**config.mk**
```make
export PLATFORM = sky130hd
export DESIGN_NAME = l3si_ctrl
export DESIGN_NICKNAME = d
export VERILOG_FILES = /design/src/l3si_pkg.sv /design/src/l3si_fifo.sv /design/src/l3si_ctrl.sv
export SDC_FILE = /design/constraint.sdc
export NUM_CORES = 1
export LEC_CHECK = 0
export ABC_CLOCK_PERIOD_IN_PS = 8350
export BUFFER_PORTS_ARGS = -buffer_cell sky130_fd_sc_hd__buf_2
export CAP_MARGIN = 30
export CORE_MARGIN = 8
export CORE_UTILIZATION = 35
export DETAILED_ROUTE_END_ITERATION = 10
export RECOVER_POWER = 100
export SETUP_SLACK_MARGIN = 0.05
export SLEW_MARGIN = 0
export SYNTH_ARGS = -nofsm -noshare
export SYNTH_HDL_FRONTEND = slang
export SYNTH_SLANG_ARGS = --single-unit
```
**constraint.sdc**
```tcl
create_clock -name clk_sys -period 8.35 [get_ports clk_sys]
set_input_delay 1.67 -clock clk_sys [delete_from_list [all_inputs] [get_ports clk_sys]]
set_output_delay 1.67 -clock clk_sys [all_outputs]
set_load 0.03 [all_outputs]
```
**src/l3si_pkg.sv**
```systemverilog
// l3si_pkg: constants shared by the sram interface and its fifo
// assumes a 50 MHz system clock and one bank of synchronous srams
package l3si_pkg;
    localparam int L3SI_ADDR_W = 18;
    localparam int L3SI_DATA_W = 64;
    localparam int L3SI_FIFO_DEPTH = 8;
    localparam int L3SI_BEATS = 4;
    localparam logic [1:0] L3SI_MODE_DDR = 2'h0;
    localparam logic [1:0] L3SI_MODE_LW = 2'h1;
    localparam logic [1:0] L3SI_MODE_PB = 2'h2;
    // extra read cycles after the last beat, per mode
    localparam logic [1:0] L3SI_PB_XTRA = 2'h1;
    localparam logic [1:0] L3SI_LW_XTRA = 2'h0;
    // read-to-write turnaround cycles
    localparam logic [1:0] L3SI_PB_TURN = 2'h2;
    localparam logic [1:0] L3SI_LW_TURN = 2'h1;
    typedef enum logic [2:0] {
        L3SI_IDLE = 3'h0,
        L3SI_ADDR = 3'h1,
        L3SI_XTRA = 3'h3,
        L3SI_WAIT = 3'h2,
        L3SI_TURN = 3'h6
    } l3si_state_e;
endpackage

```
**src/l3si_fifo.sv**
```systemverilog
// l3si_fifo: synchronous valid/ready fifo for read data
// assumes both sides on the same clock
module l3si_fifo import l3si_pkg::*; #(
    parameter int WIDTH = L3SI_DATA_W,
    parameter int DEPTH = L3SI_FIFO_DEPTH
) (
    // clock and reset
    input wire logic clk_sys,
    input wire logic rst,
    // fill side
    input wire logic in_valid,
    output logic in_ready,
    input wire logic [WIDTH-1:0] in_data,
    // drain side
    output logic out_valid,
    input wire logic out_ready,
    output logic [WIDTH-1:0] out_data
);
    localparam int AW = $clog2(DEPTH);
    initial begin
        if (DEPTH < 2 || (1 << AW) != DEPTH)
            $error("l3si_fifo depth must be a power of two");
    end
    logic [WIDTH-1:0] mem_q [DEPTH];
    logic [AW:0] wp_q, wp_d, rp_q, rp_d;
    logic push, pop;
    always_comb begin
        push = in_valid && in_ready;
        pop = out_valid && out_ready;
        wp_d = push ? wp_q + 1'b1 : wp_q;
        rp_d = pop ? rp_q + 1'b1 : rp_q;
        in_ready = !((wp_q[AW] != rp_q[AW]) &&
                     (wp_q[AW-1:0] == rp_q[AW-1:0]));
        out_valid = (wp_q != rp_q);
        out_data = mem_q[rp_q[AW-1:0]];
    end
    always_ff @(posedge clk_sys) begin
        if (rst) begin
            wp_q <= '0;
            rp_q <= '0;
        end else begin
            wp_q <= wp_d;
            rp_q <= rp_d;
        end
        if (push) begin
            mem_q[wp_q[AW-1:0]] <= in_data;
        end
    end
endmodule

```
**src/l3si_ctrl.sv**
```systemverilog
// l3si_ctrl: sram side of a level-3 cache data store
// assumes the processor side issues whole-line requests and that the
// sram return clock arrives unrelated to clk_sys
// Function
// RQ1: ddr sram returns data on both edges of its return clock.
// RQ2: ddr sram makes its return clock independently of its input clock.
// RQ3: ddr mode issues two separate addresses per line, no burst continue.
// RQ4: ddr mode always selects double transfers.
// RQ5: late-write data follows the write command by one sram cycle.
// RQ6: late-write mode drives a new address for every beat.
// RQ7: late-write srams are pipelined register-register parts.
// RQ8: late-write sram commits queued write when the next write arrives.
// RQ9: late-write has no extra read cycle, one shorter turnaround.
// RQ10: control one is an active-low synchronous write strobe.
// RQ11: control zero is an active-low synchronous chip select.
// RQ12: odd return clock pins output, looped back to even inputs.
// RQ13: pipelined burst sram returns first data one cycle later.
// RQ14: pipelined burst srams are single-cycle-deselect parts.
// RQ15: pipelined burst mode drives a separate address per beat.
// RQ16: pipelined burst mode signals one extra read after the last.
// RQ17: tolerate early sram drive; keep own drivers off then.
// RQ18: every started read completes; no aborts.
// RQ19: exactly one bank, no bank select decoding.
// RQ20: sram address is 18 bits, 17 down to 0.
// RQ21: read data crosses from return clock into clk_sys safely.
module l3si_ctrl import l3si_pkg::*; #(
    parameter int ADDR_W = L3SI_ADDR_W,
    parameter int DATA_W = L3SI_DATA_W,
    parameter int DEPTH = L3SI_FIFO_DEPTH
) (
    // clock and reset
    input wire logic clk_sys,
    input wire logic rst,
    // mode select, changed only while idle
    input wire logic [1:0] mode,
    // line request from the processor side
    input wire logic req_valid,
    output logic req_ready,
    input wire logic req_write,
    input wire logic [ADDR_W-1:0] req_addr,
    input wire logic [DATA_W-1:0] req_wdata,
    // read data toward the processor side
    output logic rd_valid,
    input wire logic rd_ready,
    output logic [DATA_W-1:0] rd_data,
    // sram pins
    output logic sram_output_clock,
    output logic [ADDR_W-1:0] sram_addr,
    output logic sram_control_zero,
    output logic sram_control_one,
    output logic sram_double_xfer,
    input wire logic [DATA_W-1:0] sram_data_bus_i,
    output logic [DATA_W-1:0] sram_data_bus_o,
    output logic sram_data_bus_oe_n,
    input wire logic sram_return_clock,
    output logic sram_return_clock_out
);
    initial begin
        if (ADDR_W != L3SI_ADDR_W || DEPTH < 2)
            $error("l3si_ctrl: unsupported parameters");
    end

    // sram clock is clk_sys/2; beats move on its rising half
    logic sclk_q, sclk_d;
    l3si_state_e st_q, st_d;
    logic [ADDR_W-1:0] addr_q, addr_d;
    logic [1:0] beat_q, beat_d, cnt_q, cnt_d;
    logic wr_q, wr_d, lastrd_q, lastrd_d;
    logic cs_n_q, cs_n_d, we_n_q, we_n_d, oe_n_q, oe_n_d;
    logic [DATA_W-1:0] wd_q, wd_d, pend_q, pend_d;
    logic pend_v_q, pend_v_d, rdy_q, rdy_d;
    logic sedge;
    logic [1:0] nbeat;
    logic [1:0] xtra, turn;

    // return clock sync and edge finding; first stage read only by second
    logic [2:0] rc_q;
    logic [DATA_W-1:0] cap_s1_q, cap_s2_q;
    logic [2:0] exp_q, exp_d;
    logic rd_issue;
    logic fifo_in_v, fifo_in_rdy;

    always_comb begin
        sclk_d = ~sclk_q;
        sedge = ~sclk_q;
        nbeat = (mode == L3SI_MODE_DDR) ? 2'h1 : 2'h3; // RQ3 RQ4
        xtra = (mode == L3SI_MODE_PB) ? L3SI_PB_XTRA : L3SI_LW_XTRA; // RQ9
        turn = (mode == L3SI_MODE_PB) ? L3SI_PB_TURN : L3SI_LW_TURN; // RQ9
        st_d = st_q;
        addr_d = addr_q;
        beat_d = beat_q;
        cnt_d = cnt_q;
        wr_d = wr_q;
        lastrd_d = lastrd_q;
        cs_n_d = cs_n_q;
        we_n_d = we_n_q;
        oe_n_d = 1'b1;
        wd_d = wd_q;
        pend_d = pend_q;
        pend_v_d = pend_v_q;
        rdy_d = 1'b0;
        exp_d = exp_q;
        rd_issue = 1'b0;
        if (sedge) begin
            // late-write data one sram cycle after its command
            if (pend_v_q) begin
                wd_d = pend_q; // RQ5
                oe_n_d = 1'b0;
                pend_v_d = 1'b0;
            end
            unique case (st_q)
                L3SI_IDLE: begin
                    cs_n_d = 1'b1;
                    we_n_d = 1'b1;
                    // a read after a read needs no turnaround
                    if (req_valid && fifo_in_rdy && exp_q == 3'h0 &&
                        !(req_write && lastrd_q)) begin
                        st_d = L3SI_ADDR;
                        wr_d = req_write;
                        addr_d = req_addr; // RQ19 RQ20
                        beat_d = 2'h0;
                        rdy_d = 1'b1;
                    end else if (req_valid && req_write && lastrd_q) begin
                        st_d = L3SI_TURN;
                        cnt_d = turn;
                    end
                end
                L3SI_ADDR: begin
                    cs_n_d = 1'b0; // RQ11
                    we_n_d = ~wr_q; // RQ10
                    if (wr_q) begin
                        pend_d = req_wdata;
                        pend_v_d = 1'b1;
                        if (mode == L3SI_MODE_PB) begin
                            wd_d = req_wdata;
                            oe_n_d = 1'b0;
                            pend_v_d = 1'b0;
                        end
                    end else begin
                        rd_issue = 1'b1;
                    end
                    // a fresh address per beat, never sram burst counting
                    if (beat_q != 2'h0)
                        addr_d = addr_q + 1'b1; // RQ6 RQ15 RQ3
                    beat_d = beat_q + 2'h1;
                    if (beat_q == nbeat) begin
                        lastrd_d = ~wr_q;
                        st_d = (!wr_q && xtra != 2'h0) ? L3SI_XTRA
                                                         : L3SI_IDLE;
                    end
                end
                L3SI_XTRA: begin
                    // hold read signalled so the last beat stays driven
                    cs_n_d = 1'b0; // RQ16
                    we_n_d = 1'b1;
                    st_d = L3SI_WAIT;
                end
                L3SI_WAIT: begin
                    cs_n_d = 1'b1;
                    st_d = L3SI_IDLE; // RQ18
                end
                L3SI_TURN: begin
                    // own drivers stay off while an sram may still drive
                    cs_n_d = 1'b1;
                    oe_n_d = 1'b1; // RQ17
                    if (cnt_q <= 2'h1) begin
                        lastrd_d = 1'b0;
                        st_d = L3SI_IDLE;
                    end else begin
                        cnt_d = cnt_q - 2'h1;
                    end
                end
                default: st_d = L3SI_IDLE;
            endcase
        end else begin
            oe_n_d = oe_n_q;
        end
        // every expected beat is counted off as it lands; a beat that meets a full fifo is lost
        // in one cycle an issue adds its beats (two in ddr) and a landing beat takes one off
        if (rd_issue)
            exp_d = exp_q + ((mode == L3SI_MODE_DDR) ? 3'h2 : 3'h1); // RQ1
        if (rc_q[2] != rc_q[1] && exp_q != 3'h0)
            exp_d = exp_d - 3'h1; // RQ18
    end

    always_ff @(posedge clk_sys) begin
        if (rst) begin
            sclk_q <= 1'b0;
            st_q <= L3SI_IDLE;
            addr_q <= '0;
            beat_q <= 2'h0;
            cnt_q <= 2'h0;
            wr_q <= 1'b0;
            lastrd_q <= 1'b0;
            cs_n_q <= 1'b1;
            we_n_q <= 1'b1;
            oe_n_q <= 1'b1;
            wd_q <= '0;
            pend_q <= '0;
            pend_v_q <= 1'b0;
            rdy_q <= 1'b0;
            exp_q <= 3'h0;
            rc_q <= 3'h0;
            cap_s1_q <= '0;
            cap_s2_q <= '0;
        end else begin
            sclk_q <= sclk_d;
            st_q <= st_d;
            addr_q <= addr_d;
            beat_q <= beat_d;
            cnt_q <= cnt_d;
            wr_q <= wr_d;
            lastrd_q <= lastrd_d;
            cs_n_q <= cs_n_d;
            we_n_q <= we_n_d;
            oe_n_q <= oe_n_d;
            wd_q <= wd_d;
            pend_q <= pend_d;
            pend_v_q <= pend_v_d;
            rdy_q <= rdy_d;
            exp_q <= exp_d;
            // both return clock edges mark a beat, captured in two stages
            rc_q <= {rc_q[1:0], sram_return_clock}; // RQ21 RQ1 RQ2
            cap_s1_q <= sram_data_bus_i;
            cap_s2_q <= cap_s1_q;
        end
    end

    // beat written when a synchronised return clock edge is seen
    assign fifo_in_v = (rc_q[2] != rc_q[1]) && exp_q != 3'h0;

    l3si_fifo #(.WIDTH(DATA_W), .DEPTH(DEPTH)) u_fifo (
        .clk_sys(clk_sys),
        .rst(rst),
        .in_valid(fifo_in_v),
        .in_ready(fifo_in_rdy),
        .in_data(cap_s2_q),
        .out_valid(rd_valid),
        .out_ready(rd_ready),
        .out_data(rd_data)
    );

    always_comb begin
        sram_output_clock = sclk_q;
        sram_return_clock_out = sclk_q; // RQ12
        sram_addr = addr_q;
        sram_control_zero = cs_n_q; // RQ11
        sram_control_one = we_n_q; // RQ10
        sram_double_xfer = (mode == L3SI_MODE_DDR); // RQ4
        sram_data_bus_o = wd_q;
        sram_data_bus_oe_n = oe_n_q;
        req_ready = rdy_q;
    end

    a_cs_low_ctl: assert property (@(posedge clk_sys) disable iff (rst)
        (st_q == L3SI_ADDR && sedge) |=> !sram_control_zero) // RQ11
        else $error("chip select not asserted during address beat");
    a_we_write: assert property (@(posedge clk_sys) disable iff (rst)
        (!sram_control_one) |-> !sram_control_zero) // RQ10
        else $error("write strobe without chip select");
    a_turn_off: assert property (@(posedge clk_sys) disable iff (rst)
        (st_q == L3SI_TURN) |=> sram_data_bus_oe_n) // RQ17
        else $error("driving bus in turnaround");
    a_xtra_read: assert property (@(posedge clk_sys) disable iff (rst)
        (st_q == L3SI_XTRA && sedge) |=> (!sram_control_zero &&
        sram_control_one)) // RQ16
        else $error("extra read cycle missing");
    a_no_xtra_lw: assert property (@(posedge clk_sys) disable iff (rst)
        (mode == L3SI_MODE_LW) |-> st_q != L3SI_XTRA) // RQ9
        else $error("extra read in late write mode");
    a_lw_data: assert property (@(posedge clk_sys) disable iff (rst)
        (mode == L3SI_MODE_LW && $fell(sram_control_one)) |->
        ##[1:3] !sram_data_bus_oe_n) // RQ5
        else $error("late write data missing");
    a_addr_step: assert property (@(posedge clk_sys) disable iff (rst)
        (st_q == L3SI_ADDR && sedge && beat_q != 2'h0) |=>
        sram_addr == $past(sram_addr) + 1'b1) // RQ6
        else $error("address not advanced per beat");
    a_ddr_double: assert property (@(posedge clk_sys) disable iff (rst)
        (mode == L3SI_MODE_DDR) |-> sram_double_xfer) // RQ4
        else $error("double transfer not selected");
    a_ret_loop: assert property (@(posedge clk_sys) disable iff (rst)
        sram_return_clock_out == sram_output_clock) // RQ12
        else $error("return clock output not looped");
    a_read_done: assert property (@(posedge clk_sys) disable iff (rst)
        (exp_q != 3'h0 && st_q == L3SI_IDLE) |-> !req_ready) // RQ18
        else $error("new request before read completed");
    // bounded by the longest line: four beats in flight
    a_exp_bound: assert property (@(posedge clk_sys) disable iff (rst) // RQ18
        exp_q <= 3'h4)
        else $error("outstanding read count overflow");
    a_pb_wdata: assert property (@(posedge clk_sys) disable iff (rst) // RQ5
        (mode == L3SI_MODE_PB && $fell(sram_control_one)) |->
        !sram_data_bus_oe_n)
        else $error("burst write data not with command");
    a_lw_late: assert property (@(posedge clk_sys) disable iff (rst) // RQ5
        (mode == L3SI_MODE_LW && $fell(sram_control_one)) |->
        sram_data_bus_oe_n)
        else $error("late write data driven with command");
    a_wait_desel: assert property (@(posedge clk_sys) disable iff (rst) // RQ14
        (st_q == L3SI_WAIT && sedge) |=>
        sram_control_zero)
        else $error("no deselect after extra read");
endmodule

```
==> metrics.md <==
| Metric | Value |
|---|---|
| Max-slew violation total from the final report | `592` |
| Die height | `310.8 um` |
| Cell area power density | `267.5 mW/mm^2` |
| Post-Syn Area | `0.03042 mm^2` |
| DRC violations left | `0` |
| Initial core utilization | `0.3518` |
| Placeable core region | `0.08648 mm^2` |
| Clock tree root buffer cell | `sky130_fd_sc_hd__clkbuf_16` |
| Cell chain of the critical path | `clkbuf_2 -> mux4_2 -> mux2_2 -> clkbuf_1` |
| Number of distinct library cells after synthesis | `70` |
| Leakage | `11.59 nW` |
| Per-instance average area after synthesis | `15.87 um^2` |
| Crit path largest cell delay | `1480 ps` |
| Number of flops mapped to enable cells by yosys | `512` |
| Clock sink total | `818` |
| Iteration count of the initial detailed-routing pass | `5` |
| Clock share of power | `0.422` |
| Max_cap viols | `12` |
| Fraction of registers with async set or reset after synthesis | `0` |
| TritonCTS buffer count | `89` |
| First-pass GRT wire length | `106900 um` |
| Critical path data required time | `6680 ps` |
| CTS tree | `done` |
| Class of the worst hold path | `reg2reg` |
| Area of the die | `0.09661 mm^2` |
| Post-CTS repair timing setup buffer count | `0` |
| Final Critical Period | `6226 ps` |
| Count of endpoints failing hold in the final timing report | `0` |
| Crit path capture | `rd_data[13]` |
| Net total in the final layout | `2383` |
| Average routed wire per standard cell | `20.23 um` |
| Worst-path cell with the longest stage delay | `sky130_fd_sc_hd__clkbuf_2` |
| Worst-case clock buffer depth | `3` |
| Overall global routing resource usage | `0.1401` |
| Number of register bits inferred by synthesis | `818` |
| Highest Clock Rate | `160.6 MHz` |
| Area Overhead vs Synth | `18.18%` |
| Crit Reg-Reg Endpoint | `u_fifo.mem_q[3][25]` |
| Net count of the mapped netlist | `2079` |
| Mean number of vias per cell | `4.903` |
| Startpoint class of the critical path | `register` |
| Most frequent cells in the layout | `512 x sky130_fd_sc_hd__edfxtp_1, 304 x sky130_fd_sc_hd__dfxtp_1, 170 x sky130_fd_sc_hd__clkbuf_1` |
| Hold-fix buffer count after cts | `0` |
| Final total power | `9.618 mW` |
| Startpoint of the worst-slack reg-to-reg timing path | `u_fifo.wp_q[0]` |
| Final Core Density | `0.4157` |
| Internal power consumption | `7.233 mW` |
| Setup repair after global routing missed its margin | `no` |
| Number of port buffers | `307` |
| Endpoints failing setup | `0` |
| Result of the run | `complete, but fails checks` |
| Via count of the first global-routing pass | `17.81k` |
| Deepest level of the CTS H-tree | `3` |
| Number of cells on the worst reg-to-reg path | `6` |
| Most common library cell in the layout ignoring fill and taps | `sky130_fd_sc_hd__edfxtp_1` |
| Vias | `16.94k` |
| Critical path class | `reg2out` |
| Slew HR | `-1.607` |
| Setup tns final | `0 ps` |
| Total cell area at the placement stage | `0.03320 mm^2` |
| Critical Path End Type | `output port` |
| Switching power | `2.384 mW` |
| Layout cell share with drive strength beyond 1 | `0.2355` |
| Yosys warning count | `0` |
| Grt total ovfl | `0` |
| Net switching share of the total power | `0.2479` |
| Initial antenna violation count | `14` |
| Least-Margin Pin Slew | `3910 ps` |
| Most used flip-flop cell after synthesis | `sky130_fd_sc_hd__edfxtp_1` |
| Maximum VDD drop | `0.1861 mV` |
| Logic pwr share | `0.106` |
| Clock edge transition at the registers on the reported setup and hold paths | `60 ps` |
| Count of antenna-violating nets left after detailed routing | `0` |
| Placer's final routability congestion estimate | `0.7543` |
| Largest fanout on the critical path | `63` |
| Skew-Pair Late Insertion Delay | `630 ps` |
| Data arrival time of the worst path | `4560 ps` |
| Cell Rows | `108` |
| Register-to-Register Setup Slack | `2180 ps` |
| Final worst clock skew | `20.08 ps` |
| Portion of the clock cycle consumed by the worst path in the final layout | `0.7456` |
| Mapped Cells | `1917` |
| Io pins | `308` |
| Maximum number of pins on one net before global-route repair | `162` |
| Detailed Place HPWL | `40960 um` |
| Number of gates given a new drive strength after cts | `0` |
| Final Routed Wirelength | `69910 um` |
| DRC marker count from the first detailed-route iteration | `916` |
| Area of all placed cells without fillers | `0.03595 mm^2` |
| Violated checks | `capacitance limit, slew limit` |
| Sequential group share of total power | `0.472` |
| Die width | `310.8 um` |
| Register area share after synthesis | `0.7068` |
==> cell families (layout without fill, tap and decap cells) <==
kind of cell             Yosys count  in the layout  synth area share
adder cells (fa/ha/maj)            8              8          0.003537
AO/OA/AOI/OAI                    225            225           0.04927
multiplexers                     260            260            0.1408
buffers and inverters            132            512           0.01950
XOR/XNOR                          11             11          0.003866
AND/OR/NAND/NOR                  463            463           0.07621
flip-flops                       818            818            0.7068
other                              0              3                 0
==> area by class of cell <==
cell class	instances	area, um^2
antenna	3	7.507
clock buffer	109	2446
clock inverter	58	621.8
fill	7889	50530
inverter	9	33.78
multi-input combinational	967	8289
sequential	818	21510
tap	1155	1445
timing repair buffer	336	1598
==> worst min-delay path by stage <==
stage	depth (start not counted)	to	slack, ps	from
2_1_floorplan	1	cap_s2_q[0]	410	cap_s1_q[0]
3_3_place_gp	1	cap_s2_q[22]	420	cap_s1_q[22]
3_5_place_dp	1	cap_s2_q[1]	420	cap_s1_q[1]
4_1_cts	1	cap_s2_q[1]	430	cap_s1_q[1]
5_1_grt	1	cap_s2_q[21]	450	cap_s1_q[21]
6_report	1	cap_s2_q[53]	430	cap_s1_q[53]
==> Yosys cell counts, drive strengths merged, types with 3 or more instances <==
master    n  area share
a21o      3     0.00074
and3      7      0.0014
xor2      7      0.0023
mux4    128       0.095
or2       3     0.00062
nand2   155       0.019
or3       5      0.0010
nor2     94       0.012
nor3b     4      0.0012
nor2b   134       0.028
xnor2     3     0.00086
nor3     17      0.0040
a211oi   71       0.018
o31a      3     0.00086
nand4     5      0.0010
a31oi     5      0.0015
a21oi   100       0.018
nand2b    7      0.0014
edfxtp  512        0.51
a311oi    4      0.0014
nor4      4     0.00082
o32ai     4      0.0012
ha        7      0.0029
mux2     64       0.024
dfxtp   306        0.20
nand3    16      0.0026
clkbuf   78      0.0096
o21ai    19      0.0037
buf      45      0.0088
mux2i    68       0.022
inv       9      0.0011
==> worst max-delay path, delay by kind of cell, from the launching register on <==
family / cells / cell delay (ps)
buffers and inverters: 2 / 1930
flip-flops: 1 / 1360
multiplexers: 2 / 600
==> metrics by stage <==
step / setup slack, ps / hold slack [ps] / cells
floorplan: -22.22 / 413.8 / 1917
global placement: 3827 / 417.5 / 3282
detailed placement: 3846 / 420.4 / 3284
CTS: 3122 / 435.0 / 3451
global route: 1696 / 450.0 / 3452
finish: 2124 / 433.3 / 3455
==> per-layer routing <==
metal / vias to the layer above / track usage / share of wire
met5: - / 0 / 0.00037
met2: 457 / 0.2368 / 0.49
met3: 88 / 0.03373 / 0.059
met4: 4 / 0.03719 / 0.015
met1: 8565 / 0.1798 / 0.44
li1: 7827 / - / -
==> power by group through the flow <==
stage | registers [mW] | logic, mW | clock network, mW
after floorplan | 4.67 | 0.715 | 0
after global placement | 4.63 | 1.03 | 0
final | 4.54 | 1.02 | 4.06
after detailed placement | 4.64 | 1.05 | 0
after global routing | 4.56 | 1.11 | 4.34
after CTS | 4.55 | 1.05 | 4.18
==> registers in the layout (all words and copies together), names as in the netlist, 4 cells and up, named ones only <==
| register | count |
|---|---|
| cap_s1_q | 64 |
| cap_s2_q | 64 |
| pend_q | 64 |
| sram_addr | 18 |
| sram_data_bus_o | 64 |
| u_fifo.mem_q | 512 |
| u_fifo.rp_q | 4 |
| u_fifo.wp_q | 4 |
No activity file was read; power rests on OpenSTA's default activity.
